<file path="src/verilog/ebw_pkg.sv">
// Purpose: Shared constants for the external bus area and wait-state controller
// Assumes: One 40 MHz clock, APB register access with 32-bit data
// Notes: Register indices are kept as printed; byte address is four times the index
package ebw_pkg;

  // Clock rate in MHz, for reference by timing-derived constants
  localparam int unsigned CLK_MHZ = 40;

  // APB address width: 16-bit register index shifted up by two bits
  localparam int unsigned APB_AW = 18;

  // Printed register indices
  localparam logic [15:0] IDX_ACCESS_STATE = 16'hFFED;
  localparam logic [15:0] IDX_WAIT_CONTROL = 16'hFFEE;
  localparam logic [15:0] IDX_WAIT_ENABLE = 16'hFFEF;

  // Byte addresses on the APB
  localparam logic [APB_AW-1:0] ADDR_ACCESS_STATE = {IDX_ACCESS_STATE, 2'b00};
  localparam logic [APB_AW-1:0] ADDR_WAIT_CONTROL = {IDX_WAIT_CONTROL, 2'b00};
  localparam logic [APB_AW-1:0] ADDR_WAIT_ENABLE = {IDX_WAIT_ENABLE, 2'b00};

  // Reset values
  localparam logic [7:0] RST_ACCESS_STATE = 8'hFF;
  localparam logic [7:0] RST_WAIT_ENABLE = 8'hFF;
  localparam logic [7:0] RST_WAIT_CONTROL = 8'hF3;

  // Field layout of the wait control register
  localparam int unsigned CTL_MODE_HI = 3;
  localparam int unsigned CTL_MODE_LO = 2;
  localparam int unsigned CTL_CNT_HI = 1;
  localparam int unsigned CTL_CNT_LO = 0;
  localparam logic [3:0] CTL_RSVD_VAL = 4'hF;

  // External address space: 20 bits, eight areas of 128 kbytes
  localparam int unsigned EXT_AW = 20;
  localparam int unsigned AREA_LSB = 17;
  localparam int unsigned NUM_AREAS = 8;
  localparam int unsigned EXT_DW = 8;

  // Fixed state count of on-chip accesses
  localparam logic [1:0] ONCHIP_STATES = 2'h2;

  // Global wait mode field encoding
  localparam logic [1:0] WMODE_PROG = 2'h0;
  localparam logic [1:0] WMODE_NONE = 2'h1;
  localparam logic [1:0] WMODE_PIN1 = 2'h2;
  localparam logic [1:0] WMODE_AUTO = 2'h3;

  // Effective wait mode of one bus cycle
  typedef enum logic [2:0] {
    EM_NOWAIT = 3'b000,
    EM_PIN0 = 3'b001,
    EM_PROG = 3'b010,
    EM_PIN1 = 3'b011,
    EM_AUTO = 3'b100
  } ebw_emode_e;

  // Bus state machine
  typedef enum logic [2:0] {
    ST_IDLE = 3'b000,
    ST_T1 = 3'b001,
    ST_SEC = 3'b010,
    ST_WAIT = 3'b011,
    ST_T3 = 3'b100,
    ST_ONCHIP = 3'b101
  } ebw_state_e;

endpackage

</file>
<file path="src/verilog/ebw_wait_insert_unit.sv">
// Purpose: Decides per bus state whether one more wait state follows
// Assumes: Caller pulses sec_state in the second bus state and in_wait in each wait state
// Notes: Wait pin is sampled at the clock edge that ends the state
`timescale 1ns/1ps
module ebw_wait_insert_unit
  import ebw_pkg::*;
(
  input wire logic clk,
  input wire logic rst_n,
  input wire logic sec_state,
  input wire logic in_wait,
  input wire ebw_emode_e emode,
  input wire logic [1:0] wait_count,
  input wire logic wait_n,
  output logic go_wait
);

  logic [1:0] rem_ff; // Counted wait states still to come
  logic [1:0] nxt_rem;
  logic pin_ff; // Pin may extend once the count is used up
  logic nxt_pin;
  wire cnt_zero = (wait_count == 2'h0);
  wire [1:0] cnt_less = wait_count - 2'h1;

  // Decision in the second bus state and in each wait state
  always_comb begin
    go_wait = 1'b0;
    nxt_rem = rem_ff;
    nxt_pin = pin_ff;
    if (sec_state) begin
      nxt_rem = 2'h0;
      nxt_pin = 1'b0;
      case (emode)
        EM_PIN0: begin
          go_wait = !wait_n; // RQ7
          nxt_pin = 1'b1;
        end
        EM_PROG: begin
          go_wait = !cnt_zero; // RQ11
          nxt_rem = cnt_less;
        end
        EM_PIN1: begin
          // Zero count behaves as the pin-only mode
          go_wait = cnt_zero ? !wait_n : 1'b1; // RQ8 RQ9
          nxt_rem = cnt_zero ? 2'h0 : cnt_less;
          nxt_pin = 1'b1;
        end
        EM_AUTO: begin
          go_wait = !wait_n && !cnt_zero; // RQ10
          nxt_rem = cnt_less;
        end
        default: begin
          go_wait = 1'b0; // RQ3
        end
      endcase
    end else if (in_wait) begin
      if (rem_ff != 2'h0) begin
        go_wait = 1'b1; // RQ14
        nxt_rem = rem_ff - 2'h1;
      end else begin
        go_wait = pin_ff && !wait_n; // RQ7 RQ8
      end
    end
  end

  // Count state
  always_ff @(posedge clk) begin
    if (!rst_n) begin
      rem_ff <= 2'h0;
      pin_ff <= 1'b0;
    end else begin
      rem_ff <= nxt_rem;
      pin_ff <= nxt_pin;
    end
  end

endmodule

</file>
<file path="src/verilog/ebw_bus_ctrl.sv">
// Purpose: External bus controller with eight areas and per-area wait control
// Assumes: CPU holds a request until done; APB slave with zero-wait access phase
// Notes: One clock per bus state; wait pin sampled at the edge closing a state
//
// Overview of operation
// [RQ1] Eight areas of 128 kbytes each
// [RQ2] External data bus always 8 bits
// [RQ3] Two-state areas never get wait states
// [RQ4] Three-state areas take three base states
// [RQ5] Enable bit and mode field pick mode
// [RQ6] Per-area bits, one shared mode field
// [RQ7] Pin mode 0 waits while pin low
// [RQ8] Pin mode 1: count then pin extension
// [RQ9] Pin mode 1, count zero acts as 0
// [RQ10] Auto mode: pin low adds count exactly
// [RQ11] Programmable mode always inserts count
// [RQ12] Reset loads FF, F3, FF
// [RQ13] Register writes affect only later cycles
// [RQ14] Two-bit count gives 0 to 3 waits
// [RQ15] On-chip accesses ignore area settings
// [RQ16] Strobes held through wait states
`timescale 1ns/1ps
module ebw_bus_ctrl
  import ebw_pkg::*;
(
  input wire logic clk,
  input wire logic rst_n,
  // APB slave
  input wire logic psel,
  input wire logic penable,
  input wire logic pwrite,
  input wire logic [APB_AW-1:0] paddr,
  input wire logic [31:0] pwdata,
  input wire logic [3:0] pstrb,
  output logic [31:0] prdata,
  output logic pready,
  output logic pslverr,
  // CPU access port
  input wire logic cpu_req,
  input wire logic cpu_onchip,
  input wire logic cpu_wr,
  input wire logic [EXT_AW-1:0] cpu_addr,
  input wire logic [EXT_DW-1:0] cpu_wdata,
  output logic cpu_done,
  output logic [EXT_DW-1:0] cpu_rdata,
  // External bus
  output logic [EXT_AW-1:0] ext_addr,
  output logic [EXT_DW-1:0] ext_data_o,
  output logic ext_data_oe_n,
  input wire logic [EXT_DW-1:0] ext_data_i,
  output logic addr_strobe_n,
  output logic rd_n,
  output logic wr_n,
  input wire logic wait_n
);

  // Registers seen by software
  logic [7:0] access_state_reg_ff; // One state-select bit per area
  logic [7:0] wait_enable_reg_ff; // One wait-control enable per area
  logic [1:0] wait_mode_ff; // Shared mode field
  logic [1:0] wait_count_ff; // Shared count field

  // Per-cycle latched configuration
  logic cyc_ast_ff; // Three-state area
  logic cyc_wce_ff; // Wait control enabled
  logic [1:0] cyc_mode_ff;
  logic [1:0] cyc_cnt_ff;
  logic cyc_wr_ff;
  logic [EXT_DW-1:0] cyc_wdata_ff;
  logic [EXT_AW-1:0] ext_addr_ff;
  logic [1:0] onchip_cnt_ff; // On-chip state counter

  // Bus state machine
  ebw_state_e state_ff;
  ebw_state_e nxt_state;

  // Outputs from flip-flops
  logic addr_strobe_n_ff;
  logic rd_n_ff;
  logic wr_n_ff;
  logic data_oe_n_ff;
  logic done_ff;
  logic [EXT_DW-1:0] rdata_ff;
  logic [31:0] prdata_ff;

  // APB decode
  wire apb_setup = psel && !penable;
  wire apb_access = psel && penable;
  wire hit_ast = (paddr == ADDR_ACCESS_STATE);
  wire hit_ctl = (paddr == ADDR_WAIT_CONTROL);
  wire hit_wce = (paddr == ADDR_WAIT_ENABLE);
  wire hit_any = hit_ast || hit_ctl || hit_wce;
  wire wr_lane0 = apb_access && pwrite && pstrb[0];
  wire [7:0] ctl_view = {CTL_RSVD_VAL, wait_mode_ff, wait_count_ff};
  wire [7:0] rd_mux = hit_ast ? access_state_reg_ff :
                      hit_ctl ? ctl_view :
                      hit_wce ? wait_enable_reg_ff : 8'h00;

  assign pready = apb_access;
  assign pslverr = apb_access && !hit_any;
  assign prdata = prdata_ff;

  // Area decode of the incoming request
  wire [2:0] req_area = cpu_addr[EXT_AW-1:AREA_LSB]; // RQ1
  wire take_req = (state_ff == ST_IDLE) && cpu_req && !done_ff;

  // Effective mode of the cycle in progress
  ebw_emode_e cyc_emode;
  wire ext_state = (state_ff == ST_T1) || (state_ff == ST_SEC) ||
                   (state_ff == ST_WAIT) || (state_ff == ST_T3);
  wire last_state;
  wire go_wait;

  assign cyc_emode = !cyc_ast_ff ? EM_NOWAIT : // RQ3
                     !cyc_wce_ff ? EM_PIN0 : // RQ5
                     (cyc_mode_ff == WMODE_PROG) ? EM_PROG :
                     (cyc_mode_ff == WMODE_PIN1) ? EM_PIN1 :
                     (cyc_mode_ff == WMODE_AUTO) ? EM_AUTO : EM_NOWAIT; // RQ6

  assign last_state = ((state_ff == ST_SEC) && !cyc_ast_ff) ||
                      (state_ff == ST_T3) ||
                      ((state_ff == ST_ONCHIP) && (onchip_cnt_ff == 2'h1));

  // Wait decision unit
  ebw_wait_insert_unit u_wait (
    .clk(clk),
    .rst_n(rst_n),
    .sec_state((state_ff == ST_SEC) && cyc_ast_ff),
    .in_wait(state_ff == ST_WAIT),
    .emode(cyc_emode),
    .wait_count(cyc_cnt_ff),
    .wait_n(wait_n),
    .go_wait(go_wait)
  );

  // Next-state logic
  always_comb begin
    nxt_state = state_ff;
    case (state_ff)
      ST_IDLE: begin
        if (take_req) begin
          nxt_state = cpu_onchip ? ST_ONCHIP : ST_T1; // RQ15
        end
      end
      ST_T1: begin
        nxt_state = ST_SEC;
      end
      ST_SEC: begin
        if (!cyc_ast_ff) begin
          nxt_state = ST_IDLE; // RQ3
        end else begin
          nxt_state = go_wait ? ST_WAIT : ST_T3; // RQ4
        end
      end
      ST_WAIT: begin
        nxt_state = go_wait ? ST_WAIT : ST_T3;
      end
      ST_T3: begin
        nxt_state = ST_IDLE;
      end
      ST_ONCHIP: begin
        if (onchip_cnt_ff == 2'h1) begin
          nxt_state = ST_IDLE;
        end
      end
      default: begin
        nxt_state = ST_IDLE;
      end
    endcase
  end

  // Strobe targets for the coming state
  wire nxt_ext = (nxt_state == ST_T1) || (nxt_state == ST_SEC) ||
                 (nxt_state == ST_WAIT) || (nxt_state == ST_T3);
  wire nxt_late = nxt_ext && (nxt_state != ST_T1);
  wire nxt_wr = take_req ? cpu_wr : cyc_wr_ff;

  // Software registers, written in the APB access phase
  always_ff @(posedge clk) begin
    if (!rst_n) begin
      access_state_reg_ff <= RST_ACCESS_STATE; // RQ12
      wait_enable_reg_ff <= RST_WAIT_ENABLE;
      wait_mode_ff <= RST_WAIT_CONTROL[CTL_MODE_HI:CTL_MODE_LO];
      wait_count_ff <= RST_WAIT_CONTROL[CTL_CNT_HI:CTL_CNT_LO];
    end else if (wr_lane0) begin
      if (hit_ast) begin
        access_state_reg_ff <= pwdata[7:0];
      end
      if (hit_wce) begin
        wait_enable_reg_ff <= pwdata[7:0];
      end
      if (hit_ctl) begin
        wait_mode_ff <= pwdata[CTL_MODE_HI:CTL_MODE_LO];
        wait_count_ff <= pwdata[CTL_CNT_HI:CTL_CNT_LO];
      end
    end
  end

  // Read data captured in the setup phase
  always_ff @(posedge clk) begin
    if (!rst_n) begin
      prdata_ff <= 32'h0000_0000;
    end else if (apb_setup) begin
      prdata_ff <= {24'h00_0000, rd_mux};
    end
  end

  // Latch area settings at cycle start so later writes wait their turn
  always_ff @(posedge clk) begin
    if (!rst_n) begin
      cyc_ast_ff <= 1'b0;
      cyc_wce_ff <= 1'b0;
      cyc_mode_ff <= 2'h0;
      cyc_cnt_ff <= 2'h0;
      cyc_wr_ff <= 1'b0;
      cyc_wdata_ff <= 8'h00;
      ext_addr_ff <= 20'h0_0000;
    end else if (take_req) begin
      cyc_ast_ff <= access_state_reg_ff[req_area]; // RQ13 RQ6
      cyc_wce_ff <= wait_enable_reg_ff[req_area];
      cyc_mode_ff <= wait_mode_ff;
      cyc_cnt_ff <= wait_count_ff;
      cyc_wr_ff <= cpu_wr;
      cyc_wdata_ff <= cpu_wdata; // RQ2
      ext_addr_ff <= cpu_addr;
    end
  end

  // State register and on-chip state counter
  always_ff @(posedge clk) begin
    if (!rst_n) begin
      state_ff <= ST_IDLE;
      onchip_cnt_ff <= 2'h0;
    end else begin
      state_ff <= nxt_state;
      onchip_cnt_ff <= (take_req && cpu_onchip) ? ONCHIP_STATES :
                       (onchip_cnt_ff != 2'h0) ? onchip_cnt_ff - 2'h1 : 2'h0;
    end
  end

  // Strobes follow the coming state; held low through every wait state
  always_ff @(posedge clk) begin
    if (!rst_n) begin
      addr_strobe_n_ff <= 1'b1;
      rd_n_ff <= 1'b1;
      wr_n_ff <= 1'b1;
      data_oe_n_ff <= 1'b1;
    end else begin
      addr_strobe_n_ff <= !nxt_ext; // RQ16
      rd_n_ff <= !(nxt_ext && !nxt_wr);
      wr_n_ff <= !(nxt_late && nxt_wr);
      data_oe_n_ff <= !(nxt_ext && nxt_wr);
    end
  end

  // Completion pulse and read data capture
  always_ff @(posedge clk) begin
    if (!rst_n) begin
      done_ff <= 1'b0;
      rdata_ff <= 8'h00;
    end else begin
      done_ff <= last_state;
      if (last_state && ext_state && !cyc_wr_ff) begin
        rdata_ff <= ext_data_i; // RQ2
      end
    end
  end

  assign ext_addr = ext_addr_ff;
  assign ext_data_o = cyc_wdata_ff;
  assign ext_data_oe_n = data_oe_n_ff;
  assign addr_strobe_n = addr_strobe_n_ff;
  assign rd_n = rd_n_ff;
  assign wr_n = wr_n_ff;
  assign cpu_done = done_ff;
  assign cpu_rdata = rdata_ff;

  // Helper: wait states seen in the current cycle
  logic [3:0] wait_seen_ff;
  always_ff @(posedge clk) begin
    if (!rst_n || state_ff == ST_T1) begin
      wait_seen_ff <= 4'h0;
    end else if (state_ff == ST_WAIT && wait_seen_ff != 4'hF) begin
      wait_seen_ff <= wait_seen_ff + 4'h1;
    end
  end

  a_two_state_len: assert property (@(posedge clk) disable iff (!rst_n) // RQ3
    (state_ff == ST_T1 && !cyc_ast_ff) |=> (state_ff == ST_SEC) ##1 (state_ff == ST_IDLE))
    else $error("two-state cycle not two states");

  a_three_state_base: assert property (@(posedge clk) disable iff (!rst_n) // RQ4
    (state_ff == ST_SEC && cyc_ast_ff) |=> (state_ff == ST_WAIT || state_ff == ST_T3))
    else $error("three-state cycle skipped third state");

  a_prog_count: assert property (@(posedge clk) disable iff (!rst_n) // RQ11
    (state_ff == ST_T3 && cyc_emode == EM_PROG) |-> (wait_seen_ff == {2'b00, cyc_cnt_ff}))
    else $error("programmable wait count wrong");

  a_pin0_hold: assert property (@(posedge clk) disable iff (!rst_n) // RQ7
    ((state_ff == ST_SEC || state_ff == ST_WAIT) && cyc_emode == EM_PIN0 && !wait_n)
    |=> (state_ff == ST_WAIT))
    else $error("pin mode 0 did not wait");

  a_pin1_min: assert property (@(posedge clk) disable iff (!rst_n) // RQ8
    (state_ff == ST_T3 && cyc_emode == EM_PIN1) |-> (wait_seen_ff >= {2'b00, cyc_cnt_ff}))
    else $error("pin mode 1 short of count");

  a_auto_exact: assert property (@(posedge clk) disable iff (!rst_n) // RQ10
    (state_ff == ST_T3 && cyc_emode == EM_AUTO) |->
    (wait_seen_ff == 4'h0 || wait_seen_ff == {2'b00, cyc_cnt_ff}))
    else $error("auto wait count wrong");

  a_none_mode: assert property (@(posedge clk) disable iff (!rst_n) // RQ5
    (state_ff == ST_SEC && cyc_emode == EM_NOWAIT && cyc_ast_ff) |=> (state_ff == ST_T3))
    else $error("no-wait mode inserted wait");

  a_cfg_stable: assert property (@(posedge clk) disable iff (!rst_n) // RQ13
    (ext_state && state_ff != ST_T1) |-> ($stable(cyc_ast_ff) && $stable(cyc_wce_ff)))
    else $error("cycle settings changed mid-cycle");

  a_strobe_hold: assert property (@(posedge clk) disable iff (!rst_n) // RQ16
    (ext_state) |-> (!addr_strobe_n && (rd_n != wr_n || state_ff == ST_T1)))
    else $error("strobe released during cycle");

  a_onchip_quiet: assert property (@(posedge clk) disable iff (!rst_n) // RQ15
    (state_ff == ST_ONCHIP) |-> (addr_strobe_n && rd_n && wr_n))
    else $error("on-chip access drove strobes");

  a_reset_vals: assert property (@(posedge clk) disable iff (!rst_n) // RQ12
    $rose(rst_n) |-> (access_state_reg_ff == RST_ACCESS_STATE &&
    wait_enable_reg_ff == RST_WAIT_ENABLE && ctl_view == RST_WAIT_CONTROL))
    else $error("reset values wrong");

  c_two_state: cover property (@(posedge clk) state_ff == ST_SEC && !cyc_ast_ff);
  c_prog_waits: cover property (@(posedge clk) state_ff == ST_T3 && wait_seen_ff == 4'h3);
  c_pin1_ext: cover property (@(posedge clk)
    state_ff == ST_T3 && cyc_emode == EM_PIN1 && wait_seen_ff > {2'b00, cyc_cnt_ff});
  c_onchip: cover property (@(posedge clk) state_ff == ST_ONCHIP);

endmodule

</file>
<file path="config.mk">
export PLATFORM = sky130hd
export DESIGN_NAME = ebw_bus_ctrl
export DESIGN_NICKNAME = d
export VERILOG_FILES = /design/src/verilog/ebw_pkg.sv /design/src/verilog/ebw_wait_insert_unit.sv /design/src/verilog/ebw_bus_ctrl.sv
export SDC_FILE = /design/constraint.sdc
export NUM_CORES = 1
export LEC_CHECK = 0
export BUFFER_PORTS_ARGS = -buffer_cell sky130_fd_sc_hd__buf_2
export CORE_MARGIN = 3
export CORE_UTILIZATION = 41
export DETAILED_ROUTE_END_ITERATION = 6
export PLACE_DENSITY_LB_ADDON = 0.1
export SYNTH_ARGS = -nofsm -noshare
export SYNTH_HDL_FRONTEND = slang
export SYNTH_SLANG_ARGS = --single-unit
</file>
<file path="constraint.sdc">
create_clock -name clk -period 2.2 [get_ports clk]
set_input_delay 0.44 -clock clk [delete_from_list [all_inputs] [get_ports clk]]
set_output_delay 0.44 -clock clk [all_outputs]
set_load 0.03 [all_outputs]
</file>
# Yosys cells after proc, flatten, opt, wreduce, memory -nomap -nowiden
# Index checks and enable logic that the tools add are counted.
[classes] addsub=3 magnitude_cmp=1 n_eq_ne=20 muxes=32 n_bitwise=2 reduce_logical=55
[op_table] operator="$eq A18 B18 Y1 const B" n=3
[op_table] operator="$mux W3" n=10
[op_table] operator="$mux W8" n=3
[op_table] operator="$logic_and A1 B1 Y1" n=19
[op_table] operator="$eq A3 B2 Y1 const B" n=6
[op_table] operator="$pmux W3 S5" n=1
[op_table] operator="$eq A3 B3 Y1 const B" n=4
[op_table] operator="$logic_not A1 Y1" n=12
[op_table] operator="$mux W2" n=6
[op_table] operator="$logic_or A1 B1 Y1" n=10
[op_table] operator="$eq A3 B1 Y1 const B" n=3
[op_table] operator="$mux W1" n=8
[op_table] operator="$reduce_and A2 Y1" n=4
[op_table] operator="$reduce_bool A2 Y1" n=4
[op_table] operator="$bmux W1 S3" n=2
[op_table] operator="$sub A2 B1 Y2 const B" n=3
[op_table] operator="$eq A2 B2 Y1 const B" n=2
[op_table] operator="$logic_not A2 Y1" n=2
[op_table] operator="$lt A3 B4 Y1 const B" n=1
[op_table] operator="$pmux W1 S4" n=1
[op_table] operator="$pmux W2 S2" n=1
[op_table] operator="$reduce_or A2 Y1" n=2
[op_table] operator="$logic_not A3 Y1" n=1
[op_table] operator="$ne A3 B1 Y1 const B" n=1
[op_table] operator="other kinds (3)" n=4
[word_totals] register_bits=84 in_bits=99 out_inout_bits=75 wordCells=136

# Depth between registers and ports, before layout
# Gate-level depths: netlist of the first run.
[depth] word_depth=19 mapped_depth=7 mapped_depth_nobuf=6

# Modules after synthesis
# From an unflattened synthesis of the first run, not the netlist that was laid out.
[hier_totals] cells_unflattened=462 hier_area_um2=3866.2
[modules_own_cells] mod="ebw_bus_ctrl" n_inst=1 cells_per_inst=424 area_per_inst_um2=3565.9 seq_area_each_um2=1621.6
[modules_own_cells] mod="ebw_wait_insert_unit" n_inst=1 cells_per_inst=38 area_per_inst_um2=300.3 seq_area_each_um2=60.1

# Worst setup path before layout of the first run
# Ideal clock, no wire load.
[synth_path] kind="input-to-output" startpoint="input port paddr[13]" endpoint="output port pslverr" arrival_time_ns=1.429 t_required_ns=1.760 setup_slack_ns=0.331 stages=4 path_buffers=1 cell_sequence="nand4_1 -> or3_1 -> clkbuf_1 -> o21a_1"
[synth_via] elab_chain_len=5 word_cells_on_any_way=7 classes_between="eq/ne: 3; reduce/logical: 4"
[synth_rtl] item="start, declared" line="ebw_bus_ctrl.sv:32" source="input wire logic [APB_AW-1:0] paddr,"
[synth_rtl] item="$eq A18 B18 Y1 (on tied branches)" line="ebw_bus_ctrl.sv:89, ebw_bus_ctrl.sv:90"
[synth_rtl] item="$logic_or A1 B1 Y1" line="ebw_bus_ctrl.sv:92" source="wire hit_any = hit_ast || hit_ctl || hit_wce;"
[synth_rtl] item="$logic_or A1 B1 Y1 *" line="ebw_bus_ctrl.sv:92"
[synth_rtl] item="$logic_not A1 Y1 *" line="ebw_bus_ctrl.sv:100" source="assign pslverr = apb_access && !hit_any;"
[synth_rtl] item="$logic_and A1 B1 Y1 *" line="ebw_bus_ctrl.sv:100"
[synth_rtl] item="end, declared" line="ebw_bus_ctrl.sv:37" source="output logic pslverr,"
# Every way passes the cells marked *; elsewhere a longest branch is shown, timed or not.

# Worst setup path in the final report of the first run
# Ends and elaborated chain as after synthesis.

==> summary.md, run 1 <==
| Metric | Value |
|---|---|
| Die Ht | 105 um |
| CP Launch Point | paddr[13] |
| Final slew viol count | 0 |
| WP data required | 1.76 ns |
| TritonCTS buffer count | 9 |
| Worst Skew | 0.0156 ns |
| Crit Path Class | primary input to primary output |
| CP bufs+invs | 2 |
| Fin. Hold Viols | 0 |
| Seq/Total Area, Yosys | 0.422 |
| Post-Route WL | 9790 um |
| Die area | 10,900 um^2 |
| CTS hold repair buffers | 0 |
| Buffers on Ports | 122 |
| Static Leakage | 2.12 nW |
| Number of library cell types mapped by synthesis | 49 |
| Drt first pass iters | 4 |
| Power Density | 763 nW/um^2 |
| Power, Total | 3.72 mW |
| Cell Area, Synth | 3980 um^2 |
| Max_slew headroom | 0.620 |
| CTS H-Tree Depth | 3 |
| Via density | 5.03 |
| Vias in the first global route | 3,332 |
| Worst Setup End Kind | primary output |
| CTS tree | yes |
| GRT Resource Usage Total | 0.178 |
| Io pins | 174 |
| Reg clk slew, reported paths | 0.09 ns |
| Post-CTS sizing | 0 |
| Max_cap viols | 0 |
| Post-CTS setup buffer count | 0 |
| Area delta synth->final | 22.4% |
| Worst hold path type | primary input to flop |
| Final Cycle Share | 0.859 |
| Crit-path max FO | 4 |
| CTS Buffer Depth | 2 |
| Synth top area cells | dfxtp_1 (42%), nand2_1 (7.4%), a21oi_1 (7.4%), buf_4 (4.5%), mux2i_1 (3.8%) |
| Tmin final | 1.89 ns |
| Routed Antenna Nets | 0 |
| Critical R2R Launch | state_ff[1] |
| Worst Setup Start Kind | primary input |
| Vias | 3,598 |
| Die Wd | 105 um |
| GR Overflow Total | 0 |
| Synth area leader | dfxtp_1 |
| FP Rows | 35 |
| Slowest cell on the critical path | or3_1 |
| Max Clk Rate | 529 MHz |
| Setup TNS | 0 ns |
| Syn avg cell area | 8.48 um^2 |
| Core area | 9330 um^2 |
| Post-synth EDFFs | 0 |
| Status | complete, no violations |
| CP top delay family | simple AND/OR/NAND/NOR gates |
| Initial core utilization | 0.427 |
| Initial antenna violation count | 0 |
| Worst slew pin tran | 0.569 ns |
| Clk_lat worst skew | 0.35 ns |
| Nets | 685 |
| Clk Tree Root Cell | clkbuf_8 |
| Most frequent cells in the layout | buf_2 (122), dfxtp_1 (84), nand2_1 (79) |
| Clock Sinks | 84 |
| Worst path arrival time | 1.45 ns |
| Post-Synthesis Cells | 470 |
| First-pass GRT wire length | 16,100 um |
| DP HPWL | 7390 um |
| Remaining DRCs | 0 |
| Unrepaired setup endpoints after global routing | false |
| Synth top area share | 0.422 |
| Diode count | 0 |
| Ys flop type | dfxtp_1 |
| Commonest non-fill, non-tap cell in the layout | buf_2 |
| Peak VDD IR | 0.000317 V |
| Drt wl/cell | 13.7 um |
| Syn. warnings | 0 |
| Async S/R FF share, synth | 0 |
| CP Cell Sequence | buf_2, nand4_1, or3_1, o21a_1, buf_2 |
| RePlAce Congestion | 0.791 |
| Largest net degree at the start of global routing | 31 |
| Layout cells sized above 1 | 0.286 |
| Crit path largest cell delay | 0.43 ns |
| 1st-iter DRT viols | 176 |
| Seq cells post-synth | 84 |
| Setup violations, final | 0 |
| Worst Hold Launch | cpu_addr[11] |
| Most used cell, CP | buf_2 |
==> per-stage QoR <==
stage	utilization	instance area [um^2]	worst slack, ns	hold WS, ns	instances
floorplan	-	4070	0.331	0.443	493
global placement	0.496	4630	0.314	0.438	700
detailed placement	0.496	4630	0.283	0.443	700
CTS	0.523	4880	0.296	0.295	716
global route	0.523	4880	0.250	0.305	716
finish	0.523	4880	0.309	0.314	716
==> area by class of cell <==
cell class	instances	area, um^2
multi-input combinational	343	2020
clock inverter	5	108
inverter	7	26.3
clock buffer	11	141
tap	129	161
timing repair buffer	137	736
sequential	84	1680
fill	931	4450
==> tightest hold or removal path: stages <==
cell and delay (ns):
buf_2 0.09, nand2_1 0.04, a21oi_1 0.05
==> cell usage after synthesis (3+ instances only) <==
cell / count
a21oi_1: 59
a311oi_1: 10
and2_1: 8
buf_2: 11
buf_4: 24
buf_6: 3
clkbuf_1: 21
dfxtp_1: 84
ha_1: 4
inv_1: 7
mux2_2: 4
mux2i_1: 15
mux4_2: 4
nand2_1: 79
nand2b_1: 10
nand3_1: 22
nand4_1: 11
nor2_1: 24
nor2b_1: 4
o21a_1: 11
o21ai_0: 7
o31ai_1: 12
or3_1: 3
==> cell families (layout without fill, tap and decap cells) <==
| kind of cell | count (synthesis) | after routing | synth area share |
|---|---|---|---|
| buf+inv | 66 | 160 | 0.0939 |
| simple gates | 178 | 178 | 0.218 |
| mux | 23 | 23 | 0.0716 |
| flops | 84 | 84 | 0.422 |
| other cells | 1 | 24 | 0.000941 |
| fa+ha+maj | 4 | 4 | 0.0126 |
| compound gates | 114 | 114 | 0.181 |
==> final timing paths <==
path         slack, ns  cells after the start            to
min reg2reg       0.46                      2  ext_addr[12]
max               0.31                      5       pslverr
max reg2reg       0.43                      4  cpu_rdata[0]
min               0.31                      3  ext_addr[11]
==> sequential cells by signal (all words and copies together) (netlist names), 2 cells and up <==
signal	cells
ext_addr	20
access_state_reg_ff	8
cpu_rdata	8
ext_data_o	8
prdata	8
wait_enable_reg_ff	8
state_ff	3
cyc_cnt_ff	2
cyc_mode_ff	2
onchip_cnt_ff	2
u_wait.rem_ff	2
wait_count_ff	2
wait_mode_ff	2
==> power breakdown <==
part	total, mW	switching [mW]	internal (mW)
registers	1.67	0.0600	1.61
logic	0.694	0.462	0.232
clock network	1.36	0.566	0.793
total	3.72	1.09	2.63
==> metal layers <==
layer  GRT usage  wire [um]
met4      0.0609        102
met5           0          0
met1       0.250       4620
met3      0.0346        747
met2       0.275       4320
Note: power is estimated with default switching activity, not from simulation.
==> run 2: changes to the inputs <==
--- a/config.mk
+++ b/config.mk
@@ -8,7 +8,9 @@
 export BUFFER_PORTS_ARGS = -buffer_cell sky130_fd_sc_hd__buf_2
 export CORE_MARGIN = 3
 export CORE_UTILIZATION = 41
+export CTS_CLUSTER_DIAMETER = 120
 export DETAILED_ROUTE_END_ITERATION = 6
+export GPL_TIMING_DRIVEN = 0
 export PLACE_DENSITY_LB_ADDON = 0.1
 export SYNTH_ARGS = -nofsm -noshare
 export SYNTH_HDL_FRONTEND = slang
==> summary.md, run 2 (same netlist as run 1, synthesis figures left out) <==
| Metric | Value |
|---|---|
| WHS | 0.321 ns |
| CTS hold repair buffers | 0 |
| Layout cells sized above 1 | 0.300 |
| Setup violations, final | 0 |
| Static Leakage | 2.21 nW |
| Io pins | 174 |
| Die area | 10,900 um^2 |
| Die Wd | 105 um |
| CTS Buffer Depth | 2 |
| Unrepaired setup endpoints after global routing | false |
| Clk_lat worst skew | 0.35 ns |
| Critical R2R Launch | state_ff[1] |
| Buffers on Ports | 120 |
| Status | complete, no violations |
| Power Density | 677 nW/um^2 |
| RePlAce Congestion | 0.835 |
| Initial antenna violation count | 0 |
| Reg2reg end | ext_addr[19] |
| Worst Skew | 0.00882 ns |
| Worst path arrival time | 1.70 ns |
| Final slew viol count | 0 |
| FP Rows | 35 |
| Worst Hold Launch | cpu_addr[0] |
| Worst Setup End Kind | primary output |
| Diode count | 0 |
| Pre-CTS setup slack | -0.137 ns |
| Drt wl/cell | 14.3 um |
| CP Launch Point | paddr[13] |
| Routed Antenna Nets | 0 |
| Vias | 3,811 |
| GRT Resource Usage Total | 0.194 |
| 1st-iter DRT viols | 228 |
| First-pass GRT wire length | 17,700 um |
| Crit-path max FO | 9 |
| Register-to-register setup slack | 0.53 ns |
| CTS H-Tree Depth | 3 |
| Nets | 725 |
| Post-Route WL | 10,800 um |
| Die Ht | 105 um |
| Drt first pass iters | 6 |
| Worst hold path type | primary input to flop |
| Worst slew pin tran | 0.648 ns |
| Cell depth of the worst hold path | 3 |
| CP Cell Sequence | buf_2, nand4_1, or3_1, clkbuf_1, o21a_1, buf_2 |
| Remaining DRCs | 0 |
| Setup WS post-layout | 0.0628 ns |
| Final Cycle Share | 0.971 |
| Largest net degree at the start of global routing | 15 |
| Max_slew headroom | 0.566 |
| Crit path largest cell delay | 0.40 ns |
| Most used cell, CP | buf_2 |
| Multi-input logic area | 2010 um^2 |
| Reg2reg path depth | 5 |
| Crit Path Class | primary input to primary output |
| Slowest cell on the critical path | or3_1 |
| Hold Path Sink | ext_addr[0] |
| TritonCTS buffer count | 9 |
| Area delta synth->final | 25.3% |
| Post-CTS sizing | 0 |
| DP HPWL | 8310 um |
| Core area | 9330 um^2 |
| Worst Setup Start Kind | primary input |
| Clk Tree Root Cell | clkbuf_8 |
| Reg clk slew, reported paths | 0.09 ns |
| Most frequent cells in the layout | buf_2 (131), dfxtp_1 (84), nand2_1 (79) |
| Register area | 1680 um^2 |
| GR Overflow Total | 0 |
| Initial core utilization | 0.427 |
| Post-CTS setup buffer count | 0 |
| Number of flip-flops in the largest register | 20 |
| Peak VDD IR | 0.000283 V |
| Vias in the first global route | 3,694 |
| Fillers | 942 |
| Commonest non-fill, non-tap cell in the layout | buf_2 |
| Clock Sinks | 84 |
| Max_cap viols | 0 |
| Fin. Hold Viols | 0 |
| CTS tree | yes |
| Via density | 5.05 |
| Max Clk Rate | 468 MHz |
| Tmin final | 2.14 ns |
| Final Util | 0.535 |
| WP data required | 1.76 ns |
==> run 2: changes by cell type in the layout (fill, tap and decap cells not counted), sizes merged <==
cell	change
buf	+21
clkbuf	+17
clkinv	+3
bufinv	-3
clkinvlp	+2
inv	-1
==> run 2: power by group <==
group	internal, mW	switching (mW)
sequential	1.61	0.0468
clock	0.404	0.565
combinational	0.263	0.495
total	2.27	1.11
==> run 2: how the worst max path moves through the flow <==
stage | to | slack [ns] | cells past startpoint
2_1_floorplan | pslverr | 0.33 | 4
3_3_place_gp | pslverr | -0.09 | 6
3_5_place_dp | pslverr | -0.14 | 6
4_1_cts | pslverr | 0.07 | 6
5_1_grt | pslverr | 0.009 | 6
6_report | pslverr | 0.06 | 6
==> run 2: critical path, delay by kind of cell <==
| kind | cells | cell delay [ns] |
|---|---|---|
| compound gates | 1 | 0.22 |
| buf+inv | 3 | 0.47 |
| simple gates | 2 | 0.57 |
==> run 2: metal layers <==
metal / part of all wire / GRT usage / vias to the layer above
met2: 0.46 / 0.315 / 154
met5: 0 / 0 / -
li1: - / - / 1898
met1: 0.45 / 0.262 / 1744
met3: 0.071 / 0.0346 / 15
met4: 0.015 / 0.0647 / 0
==> run 2: cell type report <==
cell class              count  share of cell area
plain buffers              57              0.0682
clock buffers               9              0.0248
clock inverters             6             0.00852
inverters                   7             0.00526
multi-input cells         343               0.404
flip-flops and latches     84               0.337
well taps                 129              0.0323
repair buffers            120               0.120
==> run 2: per-stage QoR <==
| step | std cells | total power, mW | setup TNS [ns] | cell area (um^2) |
|---|---|---|---|---|
| 3_3_place_gp | 742 | 2.44 | -0.0891 | 4830 |
| 3_5_place_dp | 742 | 2.45 | -0.137 | 4830 |
| 6_report | 755 | 3.38 | 0 | 4990 |
| 5_1_grt | 755 | 3.56 | 0 | 4990 |
| 4_1_cts | 755 | 3.42 | 0 | 4990 |
| 2_1_floorplan | 493 | 2.22 | 0 | 4070 |
